**config.mk**
```make
export PLATFORM = sky130hd
export DESIGN_NAME = nfc_host
export DESIGN_NICKNAME = d
export VERILOG_FILES = /design/src/logic/nfc_pkg.sv /design/src/logic/nfc_host.sv
export SDC_FILE = /design/constraint.sdc
export NUM_CORES = 1
export LEC_CHECK = 0
export BUFFER_PORTS_ARGS = -buffer_cell sky130_fd_sc_hd__buf_2
export CORE_MARGIN = 10
export CORE_UTILIZATION = 57
export DETAILED_ROUTE_END_ITERATION = 8
export PLACE_DENSITY = 0.82
export SYNTH_ARGS = -nofsm -noshare
export SYNTH_HDL_FRONTEND = slang
export SYNTH_SLANG_ARGS = --single-unit
export TNS_END_PERCENT = 100
```
**constraint.sdc**
```tcl
create_clock -name sys_clk_in -period 3.7 [get_ports sys_clk_in]
set_input_delay 0.185 -clock sys_clk_in [delete_from_list [all_inputs] [get_ports sys_clk_in]]
set_output_delay 0.185 -clock sys_clk_in [all_outputs]
set_load 0.01 [all_outputs]
```
**src/logic/nfc_pkg.sv**
```systemverilog
package nfc_pkg;
    // ----------------------------------------
    // command codes
    // ----------------------------------------
    localparam logic [7:0] CMD_READ_A = 8'h00;
    localparam logic [7:0] CMD_READ_B = 8'h01;
    localparam logic [7:0] CMD_READ_SPARE = 8'h50;
    localparam logic [7:0] CMD_READ_IDENTIFICATION_CMD = 8'h90;
    localparam logic [7:0] CMD_RESET = 8'hFF;
    localparam logic [7:0] CMD_PROG_SETUP = 8'h80;
    localparam logic [7:0] CMD_PROG_CONFIRM = 8'h10;
    localparam logic [7:0] CMD_ERASE_SETUP = 8'h60;
    localparam logic [7:0] CMD_ERASE_CONFIRM = 8'hD0;
    localparam logic [7:0] CMD_STATUS = 8'h70;
    // ----------------------------------------
    // geometry
    // ----------------------------------------
    localparam int PAGE_COUNT = 32768;
    localparam int PAGE_BYTES = 528;
    localparam int SPARE_START = 512;
    localparam int SPARE_LAST = 527;
    localparam int BLOCK_PAGES = 32;
    localparam int BLOCK_COUNT = 1024;
    localparam int VALID_BLOCKS_MIN = 1004;
    localparam int ADDR_BITS = 24;
    localparam logic [1:0] ADDR_CYCLES_PAGE = 2'd3;
    localparam logic [1:0] ADDR_CYCLES_BLOCK = 2'd2;
    localparam logic [9:0] LEN_ZERO = 10'h000;
    // ----------------------------------------
    // timing
    // ----------------------------------------
    localparam int CLK_NS = 40;
    localparam int STROBE_LOW_NS = 50;
    localparam int STROBE_HIGH_NS = 50;
    localparam int WHR_NS = 60;
    localparam logic [3:0] STROBE_LOW_CYC =
        4'((STROBE_LOW_NS + CLK_NS - 1) / CLK_NS);
    localparam logic [3:0] STROBE_HIGH_CYC =
        4'((STROBE_HIGH_NS + CLK_NS - 1) / CLK_NS);
    localparam logic [3:0] WHR_CYC = 4'((WHR_NS + CLK_NS - 1) / CLK_NS);
    // ----------------------------------------
    // operations and carriers
    // ----------------------------------------
    typedef enum logic [2:0] {
        OP_READ = 3'd0,
        OP_READ_SPARE = 3'd1,
        OP_READ_IDENTIFICATION_CMD = 3'd2,
        OP_STATUS = 3'd3,
        OP_PROGRAM = 3'd4,
        OP_ERASE = 3'd5,
        OP_RESET = 3'd6
    } nfc_op_type;

    typedef struct packed {
        nfc_op_type op;
        logic half_b;
        logic [23:0] addr;
        logic [9:0] len;
    } nfc_req_type;

    typedef struct packed {
        logic cle;
        logic ale;
        logic ce_n;
        logic we_n;
        logic read_strobe_n;
        logic wp_n;
    } nfc_ctl_type;
endpackage

```
**src/logic/nfc_host.sv**
```systemverilog
`timescale 1ns/100ps
// How it works
// RULE_01: target has 32768 pages of 528 columns
// RULE_02: columns 512..527 are spare area
// RULE_03: device buffers one 528-byte page
// RULE_04: 1024 blocks of 32 pages each
// RULE_05: only whole-page and whole-block operations
// RULE_06: commands, addresses, data share eight lines
// RULE_07: byte written by write strobe pulse low
// RULE_08: latch strobes mark command or address
// RULE_09: program is 80h setup then 10h confirm
// RULE_10: erase is 60h setup then D0h confirm
// RULE_11: address bytes: column, low row, high row
// RULE_12: three address cycles, erase only two rows
// RULE_13: device decodes 50h, 90h, 70h
// RULE_14: 00h first half, 01h second half
// RULE_15: only FFh and 70h taken while busy
// RULE_16: host issues only defined command codes
// RULE_17: command and address strobe combinations
// RULE_18: write protect high for writes
// RULE_19: at least 1004 valid blocks, block 0 good
// RULE_20: host never touches factory bad blocks
// RULE_21: ready/busy low while device works
// RULE_22: read strobe fall advances column counter
// RULE_23: extra address cycles ignored by device
// RULE_24: host waits for ready before commands
module nfc_host
    import nfc_pkg::*;
(
    // clock and reset
    input wire logic sys_clk_in,
    input wire logic reset_in,
    // request port
    input wire logic req_valid_in,
    input wire nfc_req_type req_in,
    output logic req_ready_out,
    // write data stream
    input wire logic wdata_valid_in,
    input wire logic [7:0] wdata_in,
    output logic wdata_ready_out,
    // read data stream
    output logic rdata_valid_out,
    output logic [7:0] rdata_out,
    output logic done_out,
    // flash pins
    output nfc_ctl_type flash_ctl_out,
    output logic [7:0] flash_io_out,
    output logic flash_io_oe_n_out,
    input wire logic [7:0] flash_io_in,
    input wire logic flash_ready_in
);
    typedef enum logic [8:0] {
        ST_IDLE = 9'b000000001,
        ST_WAIT = 9'b000000010,
        ST_PTR = 9'b000000100,
        ST_CMD = 9'b000001000,
        ST_ADDR = 9'b000010000,
        ST_WDATA = 9'b000100000,
        ST_CONF = 9'b001000000,
        ST_BUSY = 9'b010000000,
        ST_RDATA = 9'b100000000
    } nfc_state_type;

    // ----------------------------------------
    // ready input synchroniser
    // ----------------------------------------
    logic [2:0] rdy_sync;
    logic rdy;
    logic [2:0] next_rdy_sync;
    logic next_rdy;

    always_comb begin
        next_rdy_sync = {rdy_sync[1:0], flash_ready_in};
        next_rdy = rdy;
        if (rdy_sync[2] == rdy_sync[1]) begin
            next_rdy = rdy_sync[2]; // [RULE_21]
        end
    end

    always_ff @(posedge sys_clk_in or posedge reset_in) begin
        if (reset_in) begin
            rdy_sync <= 3'b000;
            rdy <= 1'b0;
        end else begin
            rdy_sync <= next_rdy_sync;
            rdy <= next_rdy;
        end
    end

    // ----------------------------------------
    // sequencer
    // ----------------------------------------
    nfc_state_type state, next_state;
    nfc_req_type cur, next_cur;
    nfc_ctl_type ctl, next_ctl;
    logic [7:0] io_out, next_io_out;
    logic io_oe_n, next_io_oe_n;
    logic [3:0] tmr, next_tmr;
    logic phase, next_phase;
    logic [1:0] acnt, next_acnt;
    logic [9:0] cnt, next_cnt;
    logic req_ready, next_req_ready;
    logic wd_ready, next_wd_ready;
    logic rd_valid, next_rd_valid;
    logic [7:0] rd_data, next_rd_data;
    logic done, next_done;
    logic [1:0] addr_need;
    logic [7:0] addr_byte;
    logic [7:0] cmd_code;
    logic [7:0] ptr_code;

    always_comb begin
        // erase sends only the two row bytes
        if (cur.op == OP_ERASE) begin
            addr_need = ADDR_CYCLES_BLOCK; // [RULE_12]
        end else begin
            addr_need = ADDR_CYCLES_PAGE; // [RULE_12]
        end
        unique case (acnt)
            2'd0: addr_byte = (cur.op == OP_ERASE) ? cur.addr[15:8]
                                                   : cur.addr[7:0];
            2'd1: addr_byte = (cur.op == OP_ERASE) ? cur.addr[23:16]
                                                   : cur.addr[15:8];
            default: addr_byte = cur.addr[23:16]; // [RULE_11]
        endcase
        unique case (cur.op)
            OP_READ: cmd_code = cur.half_b ? CMD_READ_B : CMD_READ_A;
            OP_READ_SPARE: cmd_code = CMD_READ_SPARE; // [RULE_13]
            OP_READ_IDENTIFICATION_CMD: cmd_code = CMD_READ_IDENTIFICATION_CMD;
            OP_STATUS: cmd_code = CMD_STATUS;
            OP_PROGRAM: cmd_code = CMD_PROG_SETUP; // [RULE_09]
            OP_ERASE: cmd_code = CMD_ERASE_SETUP; // [RULE_10]
            default: cmd_code = CMD_RESET; // [RULE_16]
        endcase
        // program sets the pointer first; 01h holds for one operation
        ptr_code = cur.half_b ? CMD_READ_B : CMD_READ_A; // [RULE_14]
    end

    always_comb begin
        next_state = state;
        next_cur = cur;
        next_ctl = ctl;
        next_io_out = io_out;
        next_io_oe_n = io_oe_n;
        next_tmr = tmr;
        next_phase = phase;
        next_acnt = acnt;
        next_cnt = cnt;
        next_req_ready = 1'b0;
        next_wd_ready = 1'b0;
        next_rd_valid = 1'b0;
        next_rd_data = rd_data;
        next_done = 1'b0;
        next_ctl.wp_n = 1'b1; // [RULE_18]
        if (tmr != 4'd0) begin
            next_tmr = tmr - 4'd1;
        end
        unique case (state)
            ST_IDLE: begin
                next_req_ready = 1'b1;
                next_ctl.ce_n = 1'b1;
                next_io_oe_n = 1'b1;
                if (req_valid_in && req_ready) begin
                    next_req_ready = 1'b0;
                    // requester keeps bad blocks out of requests
                    next_cur = req_in; // [RULE_20]
                    next_ctl.ce_n = 1'b0;
                    next_state = ST_WAIT;
                end
            end
            ST_WAIT: begin
                // only reset and status may go while busy
                if (rdy || cur.op == OP_RESET || cur.op == OP_STATUS) begin
                    next_phase = 1'b0; // [RULE_24] [RULE_15]
                    next_state = (cur.op == OP_PROGRAM) ? ST_PTR : ST_CMD;
                end
            end
            ST_PTR, ST_CMD, ST_ADDR, ST_CONF, ST_WDATA: begin
                if (tmr == 4'd0 && !phase) begin
                    if (state != ST_WDATA || wdata_valid_in) begin
                        // drive byte and pull write strobe low
                        next_ctl.cle = (state != ST_ADDR)
                                     && (state != ST_WDATA); // [RULE_08]
                        next_ctl.ale = (state == ST_ADDR); // [RULE_17]
                        next_ctl.we_n = 1'b0; // [RULE_07]
                        next_io_oe_n = 1'b0; // [RULE_06]
                        next_wd_ready = (state == ST_WDATA);
                        unique case (state)
                            ST_PTR: next_io_out = ptr_code;
                            ST_CMD: next_io_out = cmd_code;
                            ST_ADDR: next_io_out = addr_byte;
                            ST_CONF: next_io_out = (cur.op == OP_ERASE)
                                ? CMD_ERASE_CONFIRM : CMD_PROG_CONFIRM;
                            default: next_io_out = wdata_in;
                        endcase
                        next_tmr = STROBE_LOW_CYC;
                        next_phase = 1'b1;
                    end
                end else if (tmr == 4'd0 && phase) begin
                    // rising edge latches the byte
                    next_ctl.we_n = 1'b1; // [RULE_07]
                    next_tmr = STROBE_HIGH_CYC;
                    next_phase = 1'b0;
                    next_acnt = 2'd0;
                    unique case (state)
                        ST_PTR: next_state = ST_CMD;
                        ST_CMD: begin
                            if (cur.op == OP_STATUS || cur.op == OP_READ_IDENTIFICATION_CMD
                                || cur.op == OP_RESET) begin
                                next_state = (cur.op == OP_RESET)
                                    ? ST_BUSY : ST_RDATA;
                                next_tmr = WHR_CYC;
                            end else begin
                                next_state = ST_ADDR;
                            end
                            next_cnt = cur.len;
                        end
                        ST_ADDR: begin
                            next_acnt = acnt + 2'd1;
                            if (acnt + 2'd1 == addr_need) begin // [RULE_23]
                                next_state = (cur.op == OP_PROGRAM)
                                    ? ST_WDATA
                                    : (cur.op == OP_ERASE) ? ST_CONF
                                    : ST_BUSY;
                                if (cur.op == OP_PROGRAM && cur.len == LEN_ZERO)
                                    begin
                                    next_state = ST_CONF;
                                end
                            end else begin
                                next_state = ST_ADDR;
                            end
                        end
                        ST_WDATA: begin
                            next_cnt = cnt - 10'd1;
                            if (cnt == 10'd1) begin
                                next_state = ST_CONF; // [RULE_05]
                            end
                        end
                        default: next_state = ST_BUSY; // [RULE_10]
                    endcase
                end
            end
            ST_BUSY: begin
                // wait out busy low window, then ready high
                // latch strobes held past the write strobe rise
                next_ctl.cle = 1'b0; // [RULE_08]
                next_ctl.ale = 1'b0; // [RULE_08]
                next_io_oe_n = 1'b1;
                if (tmr == 4'd0 && !phase) begin
                    next_tmr = WHR_CYC;
                    next_phase = 1'b1;
                end else if (tmr == 4'd0 && phase && rdy) begin // [RULE_21]
                    next_phase = 1'b0;
                    if (cur.op == OP_READ || cur.op == OP_READ_SPARE) begin
                        next_state = ST_RDATA;
                    end else begin
                        next_done = 1'b1;
                        next_ctl.ce_n = 1'b1;
                        next_state = ST_IDLE;
                    end
                end
            end
            ST_RDATA: begin
                next_ctl.cle = 1'b0; // [RULE_08]
                next_ctl.ale = 1'b0; // [RULE_08]
                next_io_oe_n = 1'b1;
                if (cnt == LEN_ZERO && !phase && tmr == 4'd0) begin
                    next_done = 1'b1;
                    next_ctl.ce_n = 1'b1;
                    next_state = ST_IDLE;
                end else if (tmr == 4'd0 && !phase) begin
                    next_ctl.read_strobe_n = 1'b0; // [RULE_22]
                    next_tmr = STROBE_LOW_CYC;
                    next_phase = 1'b1;
                end else if (tmr == 4'd0 && phase) begin
                    next_ctl.read_strobe_n = 1'b1;
                    next_rd_valid = 1'b1;
                    next_rd_data = flash_io_in;
                    next_cnt = cnt - 10'd1;
                    next_tmr = STROBE_HIGH_CYC;
                    next_phase = 1'b0;
                end
            end
            default: next_state = ST_IDLE;
        endcase
    end

    always_ff @(posedge sys_clk_in or posedge reset_in) begin
        if (reset_in) begin
            state <= ST_IDLE;
            cur <= '0;
            ctl <= '{cle: 1'b0, ale: 1'b0, ce_n: 1'b1, we_n: 1'b1,
                     read_strobe_n: 1'b1, wp_n: 1'b0};
            io_out <= 8'h00;
            io_oe_n <= 1'b1;
            tmr <= 4'd0;
            phase <= 1'b0;
            acnt <= 2'd0;
            cnt <= LEN_ZERO;
            req_ready <= 1'b0;
            wd_ready <= 1'b0;
            rd_valid <= 1'b0;
            rd_data <= 8'h00;
            done <= 1'b0;
        end else begin
            state <= next_state;
            cur <= next_cur;
            ctl <= next_ctl;
            io_out <= next_io_out;
            io_oe_n <= next_io_oe_n;
            tmr <= next_tmr;
            phase <= next_phase;
            acnt <= next_acnt;
            cnt <= next_cnt;
            req_ready <= next_req_ready;
            wd_ready <= next_wd_ready;
            rd_valid <= next_rd_valid;
            rd_data <= next_rd_data;
            done <= next_done;
        end
    end

    assign req_ready_out = req_ready;
    assign wdata_ready_out = wd_ready;
    assign rdata_valid_out = rd_valid;
    assign rdata_out = rd_data;
    assign done_out = done;
    assign flash_ctl_out = ctl;
    assign flash_io_out = io_out;
    assign flash_io_oe_n_out = io_oe_n;
endmodule

```
==> reports/results.tsv <==
stage	metric	value	unit
status	status	complete, no violations	
sta	max_clock_freq	0.3078	GHz
clock_tree	cts_tree	done	
synthesis	ys.flop_type	dfrtp_1	
sta	finalHoldViolations	0	
sta	rsz0062_at_grt	false	
global_routing	antenna_found_initial	0	
hold_path	worstHoldPathCells	2	
finish	fin_area	0.005917	mm^2
placed_design	hpwlAfterDp	10200	um
routing	wl_per_cell	20.15	um
sta	slew_headroom	0.3316	
routing	drc	0	
finish	n_antenna_cell	0	
routing	wl_met2	6482	um
synthesis	synth.most_common_cell	dfrtp_1	
global_routing	grt_pass1_wl	22110	um
synthesis	synth_top_cell_by_area	dfrtp_1	
routing	drt_first_pass_iters	5	
routing	met3_length	1079	um
power_and_ir_drop	p_int	2.488	mW
synthesis	synthDistinctLibCells	72	
finish	final_cells	675	
power_and_ir_drop	p_comb_frac	0.435	
routing	drtIter0Drc	372	
power_and_ir_drop	swShare	0.4135	
critical_path	required	3970	ps
global_routing	grt_usage	0.2055	
synthesis	synthTopCellsByCount	90 x dfrtp_1, 56 x mux2_2, 28 x nor2_1	
synthesis	synth_cells	484	
synthesis	seq_area_frac_synth	0.4562	
synthesis	yosysTopAreaCellShare	0.4310	
critical_path	arrival	3520	ps
synthesis	synthTopCellsByArea	dfrtp_1 43%, mux2_2 12%, dfstp_2 2.5%	
routing	routed_wl	13600	um
power_and_ir_drop	seqPwrFrac	0.410	
floorplanning	rows	34	
routing	via_count	4387	
synthesis	syn_area_per_cell	10.80	um^2
routing	wl_met1	5687	um
sta	period_share	0.8780	
power_and_ir_drop	clock_power_share	0.156	
power_and_ir_drop	ir_worst_vdd	0.3854	mV
hold_path	hold_path.class	primary input to register	
clock_tree	cts_max_level	3	
critical_path	r2r_cells	9	
floorplanning	ios	86	
sta	tightest_slew	992.1	ps
floorplanning	die_h	115.7	um
sta	slew_violations	0	
placed_design	dp_cells	657	
global_routing	grt_pass1_vias	4327	
critical_path	crit_type	register to register	
floorplanning	initial_utilization	0.5934	
critical_path	crit_fanout	7	
critical_path	cp-start-kind	register	
power_and_ir_drop	p_leak	2.657	nW
synthesis	synth_edf_count	0	
synthesis	synth_seq_cells	95	
finish	fin_nets	630	
global_routing	grt_overflow_total	0	
clock_tree	cts_sinks	95	
floorplanning	die_area	0.01340	mm^2
sta	fin_crit	3249	ps
job	maxCapViolCount	0	
power_and_ir_drop	power_density	716.8	mW/mm^2
clock_tree	cts_root_buffer	clkbuf_8	
sta	clock_skew	12.09	ps
synthesis	yosysWarnings	0	
synthesis	ys_async_sr_fraction	1.000	
routing	ant_nets	0	
finish	area_delta_synth_final	13.24	%
synthesis	synth_fp_nets	552	
power_and_ir_drop	p_sw	1.754	mW
sta	finalSetupViolations	0	
synthesis	synth_area	0.005225	mm^2
routing	highest_layer	met4	
finish	drive_gt1_frac	0.3386	
global_routing	grt_max_degree	55	
floorplanning	chipWidth	115.7	um
critical_path	critPathCaptureType	register	
power_and_ir_drop	finalPower	4.241	mW
routing	vias_per_cell	6.499	
clock_tree	numCtsBuffers	9	
placed_design	io_buffers	85	
clock_tree	clk_pin_slew_worst_paths	100	ps
placed_design	gp_congestion	0.9261	
floorplanning	core_area	0.008806	mm^2
clock_tree	clk_latency	380	ps
clock_tree	cts_buffer_depth	2	
placed_design	dpl-instance-area	0.005715	mm^2
sta	setup_tns	0	ps
-- final cells by class --
| cell class | count | area (um^2) |
|---|---|---|
| Clock buffer | 10 | 127.6 |
| Clock inverter | 6 | 53.80 |
| Fill cell | 678 | 2889 |
| Inverter | 14 | 53.80 |
| Multi-Input combinational cell | 345 | 2643 |
| Sequential cell | 95 | 2384 |
| Tap cell | 108 | 135.1 |
| Timing Repair Buffer | 97 | 520.5 |
-- what timing repair did --
action	4_1_cts	5_1_grt
endpoints found under the hold margin	31	0
setup buffers	0	0
hold buffers	2	0
gates resized for setup	0	0
-- path summary, 6_finish.rpt --
check,startpoint,end,slack [ps]
min in group asynchronous,reset_in,cur[31],520
min reg2reg,rdy_sync[0],rdy_sync[1],370
max in group asynchronous,reset_in,flash_ctl_out[2],2300
max reg2reg,tmr[0],state[2],450
max,tmr[0],state[2],450
min,flash_io_in[3],rdata_out[3],30
-- per-stage QoR --
stage	util	hold WS, ps	setup WS (ps)
6_report	0.6719	34.82	451.5
4_1_cts	0.6719	27.72	452.0
2_1_floorplan	-	216.4	881.1
5_1_grt	0.6719	24.12	163.4
3_5_place_dp	0.6490	294.4	490.5
3_3_place_gp	0.6490	292.3	637.8
-- sequential cells by signal (all words and copies together) (netlist names), 2 cells and up --
| register | cells |
|---|---|
| state | 9 |
| flash_ctl_out | 6 |
| rdy_sync | 3 |
| acnt | 2 |
| cnt | 10 |
| flash_io_out | 8 |
| cur | 38 |
| rdata_out | 8 |
| tmr | 4 |
-- logic make-up after synthesis --
logic type / after synthesis / share of synthesized area
simple gates: 142 / 0.1631
compound gates: 125 / 0.1784
flops: 95 / 0.4562
mux: 59 / 0.1264
buf+inv: 44 / 0.03807
fa+ha+maj: 11 / 0.02538
xor+xnor: 7 / 0.01173
other cells: 1 / 0.0007177
-- power groups by stage --
stage          clock network (mW)  registers, mW  logic (mW)
2_1_floorplan                   0           1.58        1.48
3_3_place_gp                    0           1.72        1.75
3_5_place_dp                    0           1.75        1.81
4_1_cts                     0.666           1.72        1.83
5_1_grt                     0.711           1.78        2.00
6_report                    0.661           1.74        1.84
-- critical path: stages, from the launching register on --
cell and delay, ps:
dfrtp_1 410, inv_1 60, ha_1 190, nor3b_2 460, ha_1 340, nor2b_1 270
nand2_1 130, a22o_1 270, a2111oi_4 590, mux2_2 400
-- placed cells by master (no fill, tap or decap), drive strengths merged, types with 4 or more instances in the layout --
master,n
a2111oi,4
a21o,4
a21oi,18
a222oi,6
a2bb2oi,8
a31oi,4
and2,5
and4,4
buf,95
clkbuf,10
dfrtp,90
dfstp,5
ha,9
inv,16
mux2,56
nand2,18
nand2b,6
nand3,9
nand3b,5
nand4,7
nor2,28
nor2b,4
nor3,15
nor3b,4
nor4,13
o211ai,4
o21ai,28
o22ai,8
o31ai,11
or3,9
or4,8
xnor2,6
-- metal layers --
layer / vias up / track usage
met5: - / 0
met4: 0 / 0.07923
met3: 32 / 0.04083
met2: 222 / 0.3242
met1: 2134 / 0.2742
li1: 1999 / -
Note: power is estimated with default switching activity, not from simulation.
